--- src/include/cfg_word_pkg.sv ---
package cfg_word_pkg;

  // clock and power-up delay
  localparam int unsigned CLK_HZ = 20_000_000;
  localparam int unsigned HZ_PER_KHZ = 1_000;
  localparam int unsigned PWRUP_DELAY_MS = 64;
  localparam int unsigned PWRUP_DELAY_CYC = (CLK_HZ / HZ_PER_KHZ) * PWRUP_DELAY_MS;
  localparam int CNT_W = 21;

  // configuration word
  localparam int CFG_W = 14;
  localparam logic [CFG_W-1:0] CFG_ADDR = 14'h2007;
  localparam logic [CFG_W-1:0] CFG_SPACE_LO = 14'h2000;
  localparam logic [CFG_W-1:0] CFG_SPACE_HI = 14'h3FFF;
  localparam logic [CFG_W-1:0] CFG_ERASED = 14'h3FFF;
  localparam logic [CFG_W-1:0] CFG_UNIMPL = 14'h0086;

  // field codes
  localparam logic [1:0] WRT_OFF = 2'h3;
  localparam logic [1:0] WRT_LOWER = 2'h2;
  localparam logic [1:0] BOR_ON = 2'h3;
  localparam logic [1:0] BOR_AWAKE = 2'h2;

  // stored word, msb first
  typedef struct packed {
    logic debug_n;
    logic clock_pin_output_enable_n;
    logic [1:0] self_write_protect;
    logic [1:0] brownout_mode;
    logic unused7;
    logic code_protect_n;
    logic master_clear_pin_enable;
    logic powerup_delay_enable;
    logic watchdog_enable;
    logic [1:0] unused2;
    logic oscillator_select;
  } cfg_word_t;

  // decoded fields for the core
  typedef struct packed {
    logic debug_en;
    logic clkout_en;
    logic osc_external;
    logic wp_lower;
    logic wp_upper;
    logic bor_active;
    logic code_protect;
    logic mclr_en;
    logic wdt_en;
  } cfg_fields_t;

  // one programming request
  typedef struct packed {
    logic wr;
    logic rd;
    logic erase;
    logic [CFG_W-1:0] addr;
    logic [CFG_W-1:0] data;
  } prog_req_t;

  typedef enum logic [1:0] {
    ST_HOLD = 2'h0,
    ST_DELAY = 2'h1,
    ST_RUN = 2'h3,
    ST_SLEEP = 2'h2
  } pwr_state_t;

endpackage

--- src/hw/config_word_and_reset_hold.sv ---
// How it works
// - power-up holds the core in reset for 64 ms
// - brown-out resets; delay timer can stretch it to 64 ms
// - sleep ends on external reset, watchdog wake or interrupt
// - clock source picked by a configuration field
// - programmed bit reads 0, unprogrammed bit reads 1
// - configuration word sits at address 2007h
// - 2000h-3FFFh reachable only in programming mode
// - unimplemented word bits always read 1
// - blank or bulk-erased word reads all ones
// - debugger enable is bit 13
// - debugger bit 1 disables, 0 enables the debugger
// - clock-out bit 1 gives general I/O, 0 gives instruction clock
// - write-protect 11 leaves all writable, others protect more
// - brown-out 0x off, 10 on while awake, 11 always on
module config_word_and_reset_hold
  import cfg_word_pkg::*;
#(
  parameter int unsigned HOLD_CYCLES = PWRUP_DELAY_CYC
)
(
  // clock and power-on reset
  input wire logic i_clk,
  input wire logic i_rst,
  // programming interface
  input wire logic i_prog_mode_pin,
  input wire prog_req_t i_prog_req,
  output logic [CFG_W-1:0] o_prog_rdata,
  output logic o_prog_rvalid,
  // reset, sleep and wake sources
  input wire logic i_mclr_n_pin,
  input wire logic i_brownout_pin,
  input wire logic i_sleep_req,
  input wire logic i_wdt_wake,
  input wire logic i_irq_wake,
  // core side
  output logic o_core_reset,
  output logic o_sleeping,
  output cfg_fields_t o_cfg
);

  localparam logic [CNT_W-1:0] DELAY_LOAD = CNT_W'(HOLD_CYCLES - 1);

  function automatic logic bor_on(input logic [1:0] mode, input logic asleep);
    bor_on = (mode == BOR_ON) || ((mode == BOR_AWAKE) && !asleep);
  endfunction

  function automatic logic in_cfg_space(input logic [CFG_W-1:0] addr);
    in_cfg_space = (addr >= CFG_SPACE_LO) && (addr <= CFG_SPACE_HI);
  endfunction

  function automatic cfg_fields_t decode(input cfg_word_t w, input logic asleep);
    cfg_fields_t f;
    f.debug_en = !w.debug_n;
    f.clkout_en = !w.clock_pin_output_enable_n;
    f.osc_external = !w.oscillator_select;
    f.wp_lower = (w.self_write_protect != WRT_OFF);
    f.wp_upper = (w.self_write_protect != WRT_OFF) && (w.self_write_protect != WRT_LOWER);
    f.bor_active = bor_on(w.brownout_mode, asleep);
    f.code_protect = !w.code_protect_n;
    f.mclr_en = w.master_clear_pin_enable;
    f.wdt_en = w.watchdog_enable;
    decode = f;
  endfunction

  // pin synchronisers: prog mode, mclr, brown-out
  logic [2:0] sync1;
  logic [2:0] sync2;
  logic prog_s;
  logic mclr_n_s;
  logic brown_s;

  always_ff @(posedge i_clk)
  begin
    if (i_rst)
    begin
      sync1 <= 3'h2;
      sync2 <= 3'h2;
    end
    else
    begin
      sync1 <= {i_prog_mode_pin, i_mclr_n_pin, i_brownout_pin};
      sync2 <= sync1;
    end
  end

  assign prog_s = sync2[2];
  assign mclr_n_s = sync2[1];
  assign brown_s = sync2[0];

  // nonvolatile word: no reset, a blank part powers up erased
  logic [CFG_W-1:0] nv_word = CFG_ERASED;
  logic [CFG_W-1:0] next_nv;
  logic [CFG_W-1:0] next_rdata;
  logic next_rvalid;

  always_comb
  begin
    next_nv = nv_word;
    next_rdata = o_prog_rdata;
    next_rvalid = 1'h0;
    if (prog_s && in_cfg_space(i_prog_req.addr))
    begin
      if (i_prog_req.erase)
      begin
        next_nv = CFG_ERASED;
      end
      else if (i_prog_req.wr && (i_prog_req.addr == CFG_ADDR))
      begin
        // cells only move from 1 to 0 until the next erase
        next_nv = (nv_word & i_prog_req.data) | CFG_UNIMPL;
      end
      if (i_prog_req.rd)
      begin
        next_rvalid = 1'h1;
        if (i_prog_req.addr == CFG_ADDR)
        begin
          next_rdata = nv_word | CFG_UNIMPL;
        end
        else
        begin
          next_rdata = CFG_ERASED;
        end
      end
    end
  end

  always_ff @(posedge i_clk)
  begin
    nv_word <= next_nv;
  end

  always_ff @(posedge i_clk)
  begin
    if (i_rst)
    begin
      o_prog_rdata <= '0;
      o_prog_rvalid <= 1'h0;
    end
    else
    begin
      o_prog_rdata <= next_rdata;
      o_prog_rvalid <= next_rvalid;
    end
  end

  // reset hold and sleep sequencing
  pwr_state_t state;
  pwr_state_t next_state;
  logic [CNT_W-1:0] cnt;
  logic [CNT_W-1:0] next_cnt;
  logic first_up;
  logic next_first;
  logic brown_cause;
  logic next_brown;
  cfg_word_t cfg_lat;
  cfg_word_t next_lat;
  cfg_word_t live;
  logic bor_trip;
  logic mclr_hit;
  logic hold_cause;
  logic next_core_reset;
  logic next_sleeping;
  cfg_fields_t next_cfg;

  assign live = cfg_word_t'(nv_word);
  assign bor_trip = brown_s && bor_on(cfg_lat.brownout_mode, state == ST_SLEEP);
  assign mclr_hit = cfg_lat.master_clear_pin_enable && !mclr_n_s;
  assign hold_cause = prog_s || mclr_hit || bor_trip;

  always_comb
  begin
    next_state = state;
    next_cnt = cnt;
    next_first = first_up;
    next_brown = brown_cause;
    next_lat = cfg_lat;
    case (state)
      ST_HOLD:
      begin
        // configuration only follows the word while in ST_HOLD, not during the delay
        next_lat = live;
        if (!hold_cause)
        begin
          next_state = ST_DELAY;
          if (first_up)
          begin
            next_cnt = DELAY_LOAD;
          end
          else if (brown_cause && live.powerup_delay_enable)
          begin
            next_cnt = DELAY_LOAD;
          end
          else
          begin
            next_cnt = '0;
          end
        end
      end
      ST_DELAY:
      begin
        if (hold_cause)
        begin
          next_state = ST_HOLD;
        end
        else if (cnt == '0)
        begin
          next_state = ST_RUN;
          next_first = 1'h0;
          next_brown = 1'h0;
        end
        else
        begin
          next_cnt = cnt - 1'b1;
        end
      end
      ST_RUN:
      begin
        if (hold_cause)
        begin
          next_state = ST_HOLD;
        end
        else if (i_sleep_req)
        begin
          next_state = ST_SLEEP;
        end
      end
      ST_SLEEP:
      begin
        if (hold_cause)
        begin
          next_state = ST_HOLD;
        end
        else if (i_irq_wake || (i_wdt_wake && cfg_lat.watchdog_enable))
        begin
          next_state = ST_RUN;
        end
      end
      default:
      begin
        next_state = ST_HOLD;
      end
    endcase
    // a brown-out seen while clearing the flag still counts
    if (bor_trip)
    begin
      next_brown = 1'h1;
    end
    next_core_reset = (next_state == ST_HOLD) || (next_state == ST_DELAY);
    next_sleeping = (next_state == ST_SLEEP);
    next_cfg = decode(next_lat, next_sleeping);
  end

  always_ff @(posedge i_clk)
  begin
    if (i_rst)
    begin
      state <= ST_HOLD;
      cnt <= '0;
      first_up <= 1'h1;
      brown_cause <= 1'h0;
      cfg_lat <= cfg_word_t'(CFG_ERASED);
      o_core_reset <= 1'h1;
      o_sleeping <= 1'h0;
      o_cfg <= decode(cfg_word_t'(CFG_ERASED), 1'h0);
    end
    else
    begin
      state <= next_state;
      cnt <= next_cnt;
      first_up <= next_first;
      brown_cause <= next_brown;
      cfg_lat <= next_lat;
      o_core_reset <= next_core_reset;
      o_sleeping <= next_sleeping;
      o_cfg <= next_cfg;
    end
  end
endmodule

--- config.mk ---
export PLATFORM = sky130hd
export DESIGN_NAME = config_word_and_reset_hold
export DESIGN_NICKNAME = d
export VERILOG_FILES = /design/src/include/cfg_word_pkg.sv /design/src/hw/config_word_and_reset_hold.sv
export SDC_FILE = /design/constraint.sdc
export NUM_CORES = 1
export LEC_CHECK = 0
export BUFFER_PORTS_ARGS = -buffer_cell sky130_fd_sc_hd__buf_4
export CAP_MARGIN = 20
export CORE_UTILIZATION = 58
export CTS_CLUSTER_SIZE = 16
export DETAILED_ROUTE_END_ITERATION = 10
export PLACE_DENSITY_LB_ADDON = 0.1
export RECOVER_POWER = 100
export SLEW_MARGIN = 20
export SYNTH_ARGS = -nofsm -noshare
export SYNTH_HDL_FRONTEND = slang
export SYNTH_SLANG_ARGS = --single-unit
--- constraint.sdc ---
create_clock -name i_clk -period 4.59 [get_ports i_clk]
set_input_delay 0.6885 -clock i_clk [delete_from_list [all_inputs] [get_ports i_clk]]
set_output_delay 0.6885 -clock i_clk [all_outputs]
set_load 0.01 [all_outputs]
* Yosys cells after proc, flatten, opt, wreduce, memory -nomap -nowiden
Cells that the tools add are included. Widths: inputs -> output; s select.
Cells by class: $add $sub $neg 1, multiply operators 0, div/mod/pow operators 0, order comparisons 2, eq/ne operators 16, shift operators 0, mux-type cells 22, bitwise operators 3, reduce and logical (&&, ||, !) cells 36
Operators by type and width (number):
- $mux 21 | 5
- $mux 14 | 3
- $pmux 21 s2 | 1
- $logic_not 21->1 | 1
- $sub 21x1->21 const B | 1
- $and 14x14->14 | 1
- $eq 14x14->1 const B | 1
- $eq 2x2->1 const B | 7
- $ge 14x14->1 const B | 1
- $le 14x14->1 const B | 1
- $mux 2 | 7
- $ne 2x2->1 const B | 6
- $logic_and 1x1->1 | 10
- $pmux 2 s4 | 1
- $reduce_bool 2->1 | 4
- $logic_not 1->1 | 7
- $logic_or 1x1->1 | 6
- $reduce_and 3->1 | 2
- $mux 1 | 5
- $eq 2x1->1 const B | 2
- $logic_not 2->1 | 2
- $reduce_and 2->1 | 2
- $reduce_and 4->1 | 1
- $not 1->1 | 2
- $reduce_or 2->1 | 1
Storage, ports and cells: register bits after elaboration 77, bits in latches 0, memory bits (writable) 0, bits in read-only memories 0, bits of input ports 39, output and inout bits 26, word-level logic and storage cells 107, memories 0

* Depth between registers and ports, before layout
Gate-level depths: netlist (run 1).
depth after elaboration 12, depth in mapped cells 8, mapped depth without buffers 7

* Least setup slack after synthesis (run 1)
No wires, ideal clock.
kind in2reg, start point in i_prog_req[18] in the netlist's numbering, end point reg nv_word[0], in the netlist live[0] (enable), setup time 378 ps, data arrival time 1857 ps, data required time 4212 ps, setup slack 2354 ps, cell stages on the path 5, buffers on the path 0, cell sequence nor4b_1 > nand2_1 > nor4_1 > a21oi_1 > nor2_1
Between the ends: word-level cells in the longest chain between the ends 4, elaborated cells on any way between the ends 8, classes of those cells order compare (2); eq/ne (1); reduce/logical (5)
RTL lines:
- start: declaration | RTL line config_word_and_reset_hold.sv:27 | input wire prog_req_t i_prog_req,
- $ge 14x14->1, or another cell as far along | RTL line config_word_and_reset_hold.sv:49 | in_cfg_space = (addr >= CFG_SPACE_LO) && (addr <= CFG_SPACE_HI);
- $logic_and 1x1->1 (on tied branches) | RTL line config_word_and_reset_hold.sv:49, config_word_and_reset_hold.sv:108
- $logic_and 1x1->1 / $reduce_bool 2->1 (equally long branches)
- $reduce_and 2->1 (no line) *
- end signal: assignment | RTL line config_word_and_reset_hold.sv:130 | nv_word <= next_nv;
- end: declaration | RTL line config_word_and_reset_hold.sv:92 | logic [CFG_W-1:0] nv_word = CFG_ERASED;
Every way passes the cells marked *; elsewhere a longest branch is shown, timed or not. A chain may end at the register's enable or synchronous reset.

* Worst setup path after layout (run 1)
start point reg cnt[4], end point reg cnt[16]
Between the ends: word-level cells in the longest chain between the ends 4, elaborated cells on any way between the ends 7, classes of those cells add/sub (1); eq/ne (1); mux (3); reduce/logical (2)
RTL lines:
- start: declaration | RTL line config_word_and_reset_hold.sv:150 | logic [CNT_W-1:0] cnt;
- start signal: assignment | RTL line config_word_and_reset_hold.sv:270 | cnt <= next_cnt;
- $sub 21x1->21 | RTL line config_word_and_reset_hold.sv:214 | next_cnt = cnt - 1'b1;
- $mux 21 | RTL line config_word_and_reset_hold.sv:206 | else if (cnt == '0)
- $mux 21 | RTL line config_word_and_reset_hold.sv:202 | if (hold_cause)
- $pmux 21 s2 | RTL line config_word_and_reset_hold.sv:178 | case (state)
Several ways; a longest one is shown, not always the timed one. The select of a mux whose other input is x is not followed.

==> results.yml, run 1 <==
drt:
  first_pass_iters: 4
  via_per_inst: 5.83
  vias: 2683
  drtIter0Drc: 142
  drt-wirelength-per-cell_um: 14.6
  drc: 0
  ant_nets: 0
  drt-total-wl_um: 6730
global_route:
  grt_max_degree: 30
  overflow: 0
  antenna_found_initial: 0
  grt_pass1_vias: 2389
  grt_pass1_wl_um: 10800
  grt_use_total_pct: 25.5
floorplan:
  die_x_um: 75.6
  dieArea_sq_um: 5720
  die_y_um: 75.6
  num_io_pins: 65
  start_util_pct: 60.7
  core-area_sq_um: 5170
  num_rows: 26
timing:
  tightest_slew_ns: 1.35
  report.final.slew_viol_count: 0
  setup_tns_ns: 0
  finClkSkew_ns: 0.00822
  max-slew-margin-rel_pct: 9.96
  finalCritPeriodShare_pct: 59.7
  post-route-min-period_ns: 2.74
  whs_ns: 0.408
  setup_viol: 0
  grt_setup_unrepaired: "false"
  timing.fmax_mhz: 365
  worst_slack_ns: 1.85
  hold_viol_final: 0
yosys:
  avgSynthCellArea_sq_um: 9.49
  ys_warn_count: 0
  synthSimpleGateAreaFrac_pct: 23.3
  synth_ff_type: "dfxtp_1"
  synth_xor_area_share_pct: 0
  yosysTopAreaCell: "dfxtp_1"
  syn-cell-area_sq_um: 3140
  yosys-mux-area-fraction_pct: 0.319
  synth_top_family_by_area: "simple AND/OR/NAND/NOR gates"
  netlist_instances: 331
  synth_fp_nets: 372
  yosys-top-cells-area: "dfxtp_1 (40%), edfxtp_1 (11%), a21oi_1 (4.5%)"
  synthAdderAreaFrac_pct: 0.796
  synth_edf_count: 11
  yosysSeqAreaShare_pct: 50.7
  synth.distinct_cells: 51
  synth_compound_area_share_pct: 20.5
  ys_ff_latch: 74
  async_flop_share_pct: 0
  synth_top_area_share_pct: 40.1
hold_path:
  hp-class: "reg -> reg"
clock_network:
  clk_path_buf_depth: 2
  htreeDepth: 3
  clk_pin_slew_worst_paths_ns: 0.08
  worstSkewPairLatency_ns: 0.35
  numCtsBuffers: 9
  cts_root_buffer: "clkbuf_8"
  cts.repair.resized: 0
  cts_tree: "yes"
  cts_sinks: 74
  post_cts_buffers: 0
  cts-hold-fix-buffers: 0
worst_setup_path:
  critPathCaptureType: "flop"
  critPathMaxFanout: 28
  worst_ep_required_time_ns: 4.85
  crit_arrival_ns: 3.00
  setup.worst_path.class: "reg -> reg"
  crit_path_start_kind: "flop"
placement:
  place_area_sq_um: 3600
  post-dp-hpwl_um: 4600
  gp_congestion: 0.856
  post-place-ws_ns: 1.85
  portBuffers: 61
power:
  power_density_nw_per_um2: 387
  peakVddDrop_mv: 0.281
  leakage_nw: 1.45
layout:
  diodes: 0
  finalNetCount: 426
  final_layout_size_suffix_gt1_share_pct: 19.0
  area_growth_pct: 16.8
  post-route-cell-area_sq_um: 3670
  fin_util_pct: 71.0
flow_run:
  max-cap-violations: 0
run_status:
  outcome: "completed"
## logic make-up after synthesis
group,after synthesis
buffers and inverters,29
AO/OA/AOI/OAI,94
multiplexers,1
AND/OR/NAND/NOR,131
flip-flops,74
adder cells (fa/ha/maj),2
## worst max-delay path, cell delays in order (launching register included)
cell     delay, ns
dfxtp_1       0.37
nor4_1        0.60
nand4_1       0.50
o21ai_4       0.73
nor3_1        0.17
nor4_2        0.26
## state kept, by name, summed over array words and instances, names as in the netlist, 2 cells and up
signal and count:
cfg_lat 10, cnt 21, live 11, sync2 3, o_prog_rdata 12, sync1 3
state 2, o_cfg 7
## path summary, 6_finish.rpt
check | from | to | slack, ns | depth (start not counted)
max | cnt[4] | cnt[16] | 1.85 | 5
min reg2reg | sync1[1] | sync2[1] | 0.41 | 1
min | sync1[1] | sync2[1] | 0.41 | 1
max reg2reg | cnt[4] | cnt[16] | 1.85 | 5
## per-stage QoR
step | power (mW) | cells
finish | 1.42 | 460
floorplan | 0.891 | 331
CTS | 1.44 | 460
global placement | 0.957 | 444
global route | 1.49 | 460
detailed placement | 0.964 | 444
## placed cells by master, fill, tap and decap left out, types with 11 or more instances in the layout
| cell | n |
|---|---|
| nand3_1 | 12 |
| clkbuf_1 | 30 |
| buf_4 | 33 |
| nor3_1 | 12 |
| dfxtp_1 | 63 |
| nand2_1 | 25 |
| o21ai_0 | 22 |
| a21o_1 | 12 |
| a21oi_1 | 28 |
| edfxtp_1 | 11 |
| o221a_2 | 11 |
| nor2_1 | 25 |
## cells in the mapped netlist (5+ instances only)
master	instances
o21ai_0	12
a21o_1	12
o221a_2	11
nor4_1	6
edfxtp_1	11
nor3_1	12
and2_1	8
nand3_1	12
nor2b_1	7
nor2_1	26
a21oi_1	28
or2_2	6
nand2_1	25
or4_1	5
dfxtp_1	63
inv_1	8
clkbuf_1	13
o21ai_1	11
## report_power, final
group | leakage [nW] | internal (mW) | switching, mW
registers | 0.618 | 0.695 | 0.0298
clock network | 0.0874 | 0.246 | 0.232
logic | 0.745 | 0.0910 | 0.126
total | 1.45 | 1.03 | 0.387
## cell type report
cell class                 count  area [sq um]
clock buffer                  10           128
clock inverter                 6          57.6
fill                         405          1500
inverter                       9          33.8
multi-input combinational    228          1410
sequential                    74          1590
tap                           70          87.6
timing repair buffer          63           364
## routing by layer
| layer | global-route usage (%) | wire [um] |
|---|---|---|
| met1 | 33.4 | 3130 |
| met2 | 40.8 | 3160 |
| met3 | 7.41 | 365 |
| met4 | 8.02 | 78 |
| met5 | 0 | 0 |
(Power assumes the default switching activity.)
==> inputs of run 2 (changes only) <==
--- a/config.mk
+++ b/config.mk
@@ -7,7 +7,7 @@
 export LEC_CHECK = 0
 export BUFFER_PORTS_ARGS = -buffer_cell sky130_fd_sc_hd__buf_4
 export CAP_MARGIN = 20
-export CORE_UTILIZATION = 58
+export CORE_UTILIZATION = 49
 export CTS_CLUSTER_SIZE = 16
 export DETAILED_ROUTE_END_ITERATION = 10
 export PLACE_DENSITY_LB_ADDON = 0.1
==> constraint.sdc (replaced) <==
create_clock -name i_clk -period 2.3 [get_ports i_clk]
set_input_delay 0.345 -clock i_clk [delete_from_list [all_inputs] [get_ports i_clk]]
set_output_delay 0.345 -clock i_clk [all_outputs]
set_load 0.01 [all_outputs]
==> run 2 against run 1 <==
  * Non-clock buffer count rose by 7
  * Combinational power increased by 110%
  * Critical path type unchanged
  * Highest routed layer unchanged
  * Via count fell by 1.4%
==> results.yml, run 2 (synthesis gave the netlist of run 1 again) <==
global_route:
  grt_max_degree: 30
  grt_use_total_pct: 21.9
  grt_pass1_vias: 2372
  antenna_found_initial: 0
  overflow: 0
  grt_pass1_wl_um: 11100
worst_setup_path:
  r2r_end: "cnt[16]"
  cp_slowest_cell: "or4_4"
  worst_ep_required_time_ns: 2.55
  setup.worst_path.class: "reg -> reg"
  critPathMaxFanout: 28
  r2r_slack_ns: 0.17
  critPathTopFamily: "simple AND/OR/NAND/NOR gates"
  critPathCaptureType: "flop"
  crit_path_start_kind: "flop"
  r2r_start: "cnt[16]"
  r2r_cells: 6
  slowest_delay_ns: 0.57
  path_cells: "or4_4 -> or3_1 -> o21ai_4 -> buf_12 -> nor3_1 -> nor4_2"
  path_buf_inv: 1
  crit_arrival_ns: 2.38
layout:
  finalNetCount: 433
  multi_input_area_sq_um: 1410
  area_growth_pct: 19.0
  layout_commonest_cell: "dfxtp_1"
  final_layout_size_suffix_gt1_share_pct: 21.2
  diodes: 0
  fillCellCount: 542
  top_register: "cnt"
  largest_register_ffs: 21
  seqCellArea_sq_um: 1590
  fin_util_pct: 61.7
  final_cell_mix: "dfxtp_1 (63), buf_4 (40), a21oi_1 (28), clkbuf_1 (28), nor2_1 (26)"
floorplan:
  dieArea_sq_um: 6740
  core-area_sq_um: 6060
  die_x_um: 82.1
  die_y_um: 82.1
  num_rows: 28
  start_util_pct: 51.8
  num_io_pins: 65
timing:
  max-slew-margin-rel_pct: 11.4
  hold_viol_final: 0
  setup_viol: 0
  setup_tns_ns: 0
  finClkSkew_ns: 0.00856
  timing.fmax_mhz: 469
  tightest_slew_ns: 1.33
  finalCritPeriodShare_pct: 92.6
  report.final.slew_viol_count: 0
  post-route-min-period_ns: 2.13
  grt_setup_unrepaired: "false"
clock_network:
  worstSkewPairLatency_ns: 0.33
  cts_root_buffer: "clkbuf_8"
  cts-hold-fix-buffers: 0
  cts.repair.resized: 0
  cts_tree: "yes"
  htreeDepth: 3
  clk_path_buf_depth: 2
  cts_sinks: 74
  clk_pin_slew_worst_paths_ns: 0.08
  numCtsBuffers: 9
  post_cts_buffers: 0
run_status:
  outcome: "completed"
placement:
  portBuffers: 61
  post-dp-hpwl_um: 4910
  gp_congestion: 0.847
drt:
  drc: 0
  drt-wirelength-per-cell_um: 14.8
  first_pass_iters: 4
  drt-total-wl_um: 7010
  vias: 2646
  ant_nets: 0
  via_per_inst: 5.61
  drtIter0Drc: 215
hold_path:
  holdCritStartpoint: "i_mclr_n_pin"
  min_to: "sync1[1]"
  hp-class: "in -> reg"
  whs_path_depth: 2
flow_run:
  max-cap-violations: 0
power:
  power_density_nw_per_um2: 750
  peakVddDrop_mv: 0.453
  leakage_nw: 1.50
-- run 2: routing by layer --
| layer | GRT usage, % | routed length [um] | vias up |
|---|---|---|---|
| met2 | 33.4 | 3340 | 70 |
| met4 | 7.72 | 52 | 0 |
| li1 | - | - | 1322 |
| met5 | 0 | 0 | - |
| met3 | 4.44 | 320 | 6 |
| met1 | 30.7 | 3300 | 1248 |
-- run 2: where the power goes --
group / switching [mW] / internal [mW]
logic: 0.257 / 0.205
clock network: 0.475 / 0.420
registers: 0.0624 / 1.39
-- run 2: stage by stage --
| stage | instance area, sq um | instances | hold WS (ns) | power (mW) | setup WS, ns |
|---|---|---|---|---|---|
| floorplan | 3140 | 331 | 0.389 | 1.78 | 0.349 |
| global placement | 3670 | 456 | 0.393 | 1.94 | 0.262 |
| detailed placement | 3670 | 456 | 0.394 | 1.95 | 0.247 |
| CTS | 3850 | 472 | 0.178 | 2.83 | 0.224 |
| global route | 3740 | 472 | 0.183 | 2.95 | 0.0816 |
| finish | 3740 | 472 | 0.190 | 2.81 | 0.169 |
-- run 2: area by class of cell --
type | instances | area share [%]
Clock buffer | 10 | 3.68
Clock inverter | 6 | 1.14
Inverter | 9 | 0.904
Multi-Input combinational cell | 228 | 37.6
Sequential cell | 74 | 42.6
Tap cell | 75 | 2.51
Timing Repair Buffer | 70 | 11.6
-- run 2: how the worst max path moves through the flow --
stage | from | endpoint | slack, ns | cells after the start
2_1_floorplan | cnt[16] | cnt[5] | 0.35 | 6
3_3_place_gp | cnt[16] | cnt[16] | 0.26 | 6
3_5_place_dp | cnt[10] | first_up | 0.25 | 4
4_1_cts | cnt[10] | first_up | 0.22 | 4
5_1_grt | cnt[16] | cnt[16] | 0.08 | 6
6_report | cnt[16] | cnt[16] | 0.17 | 6
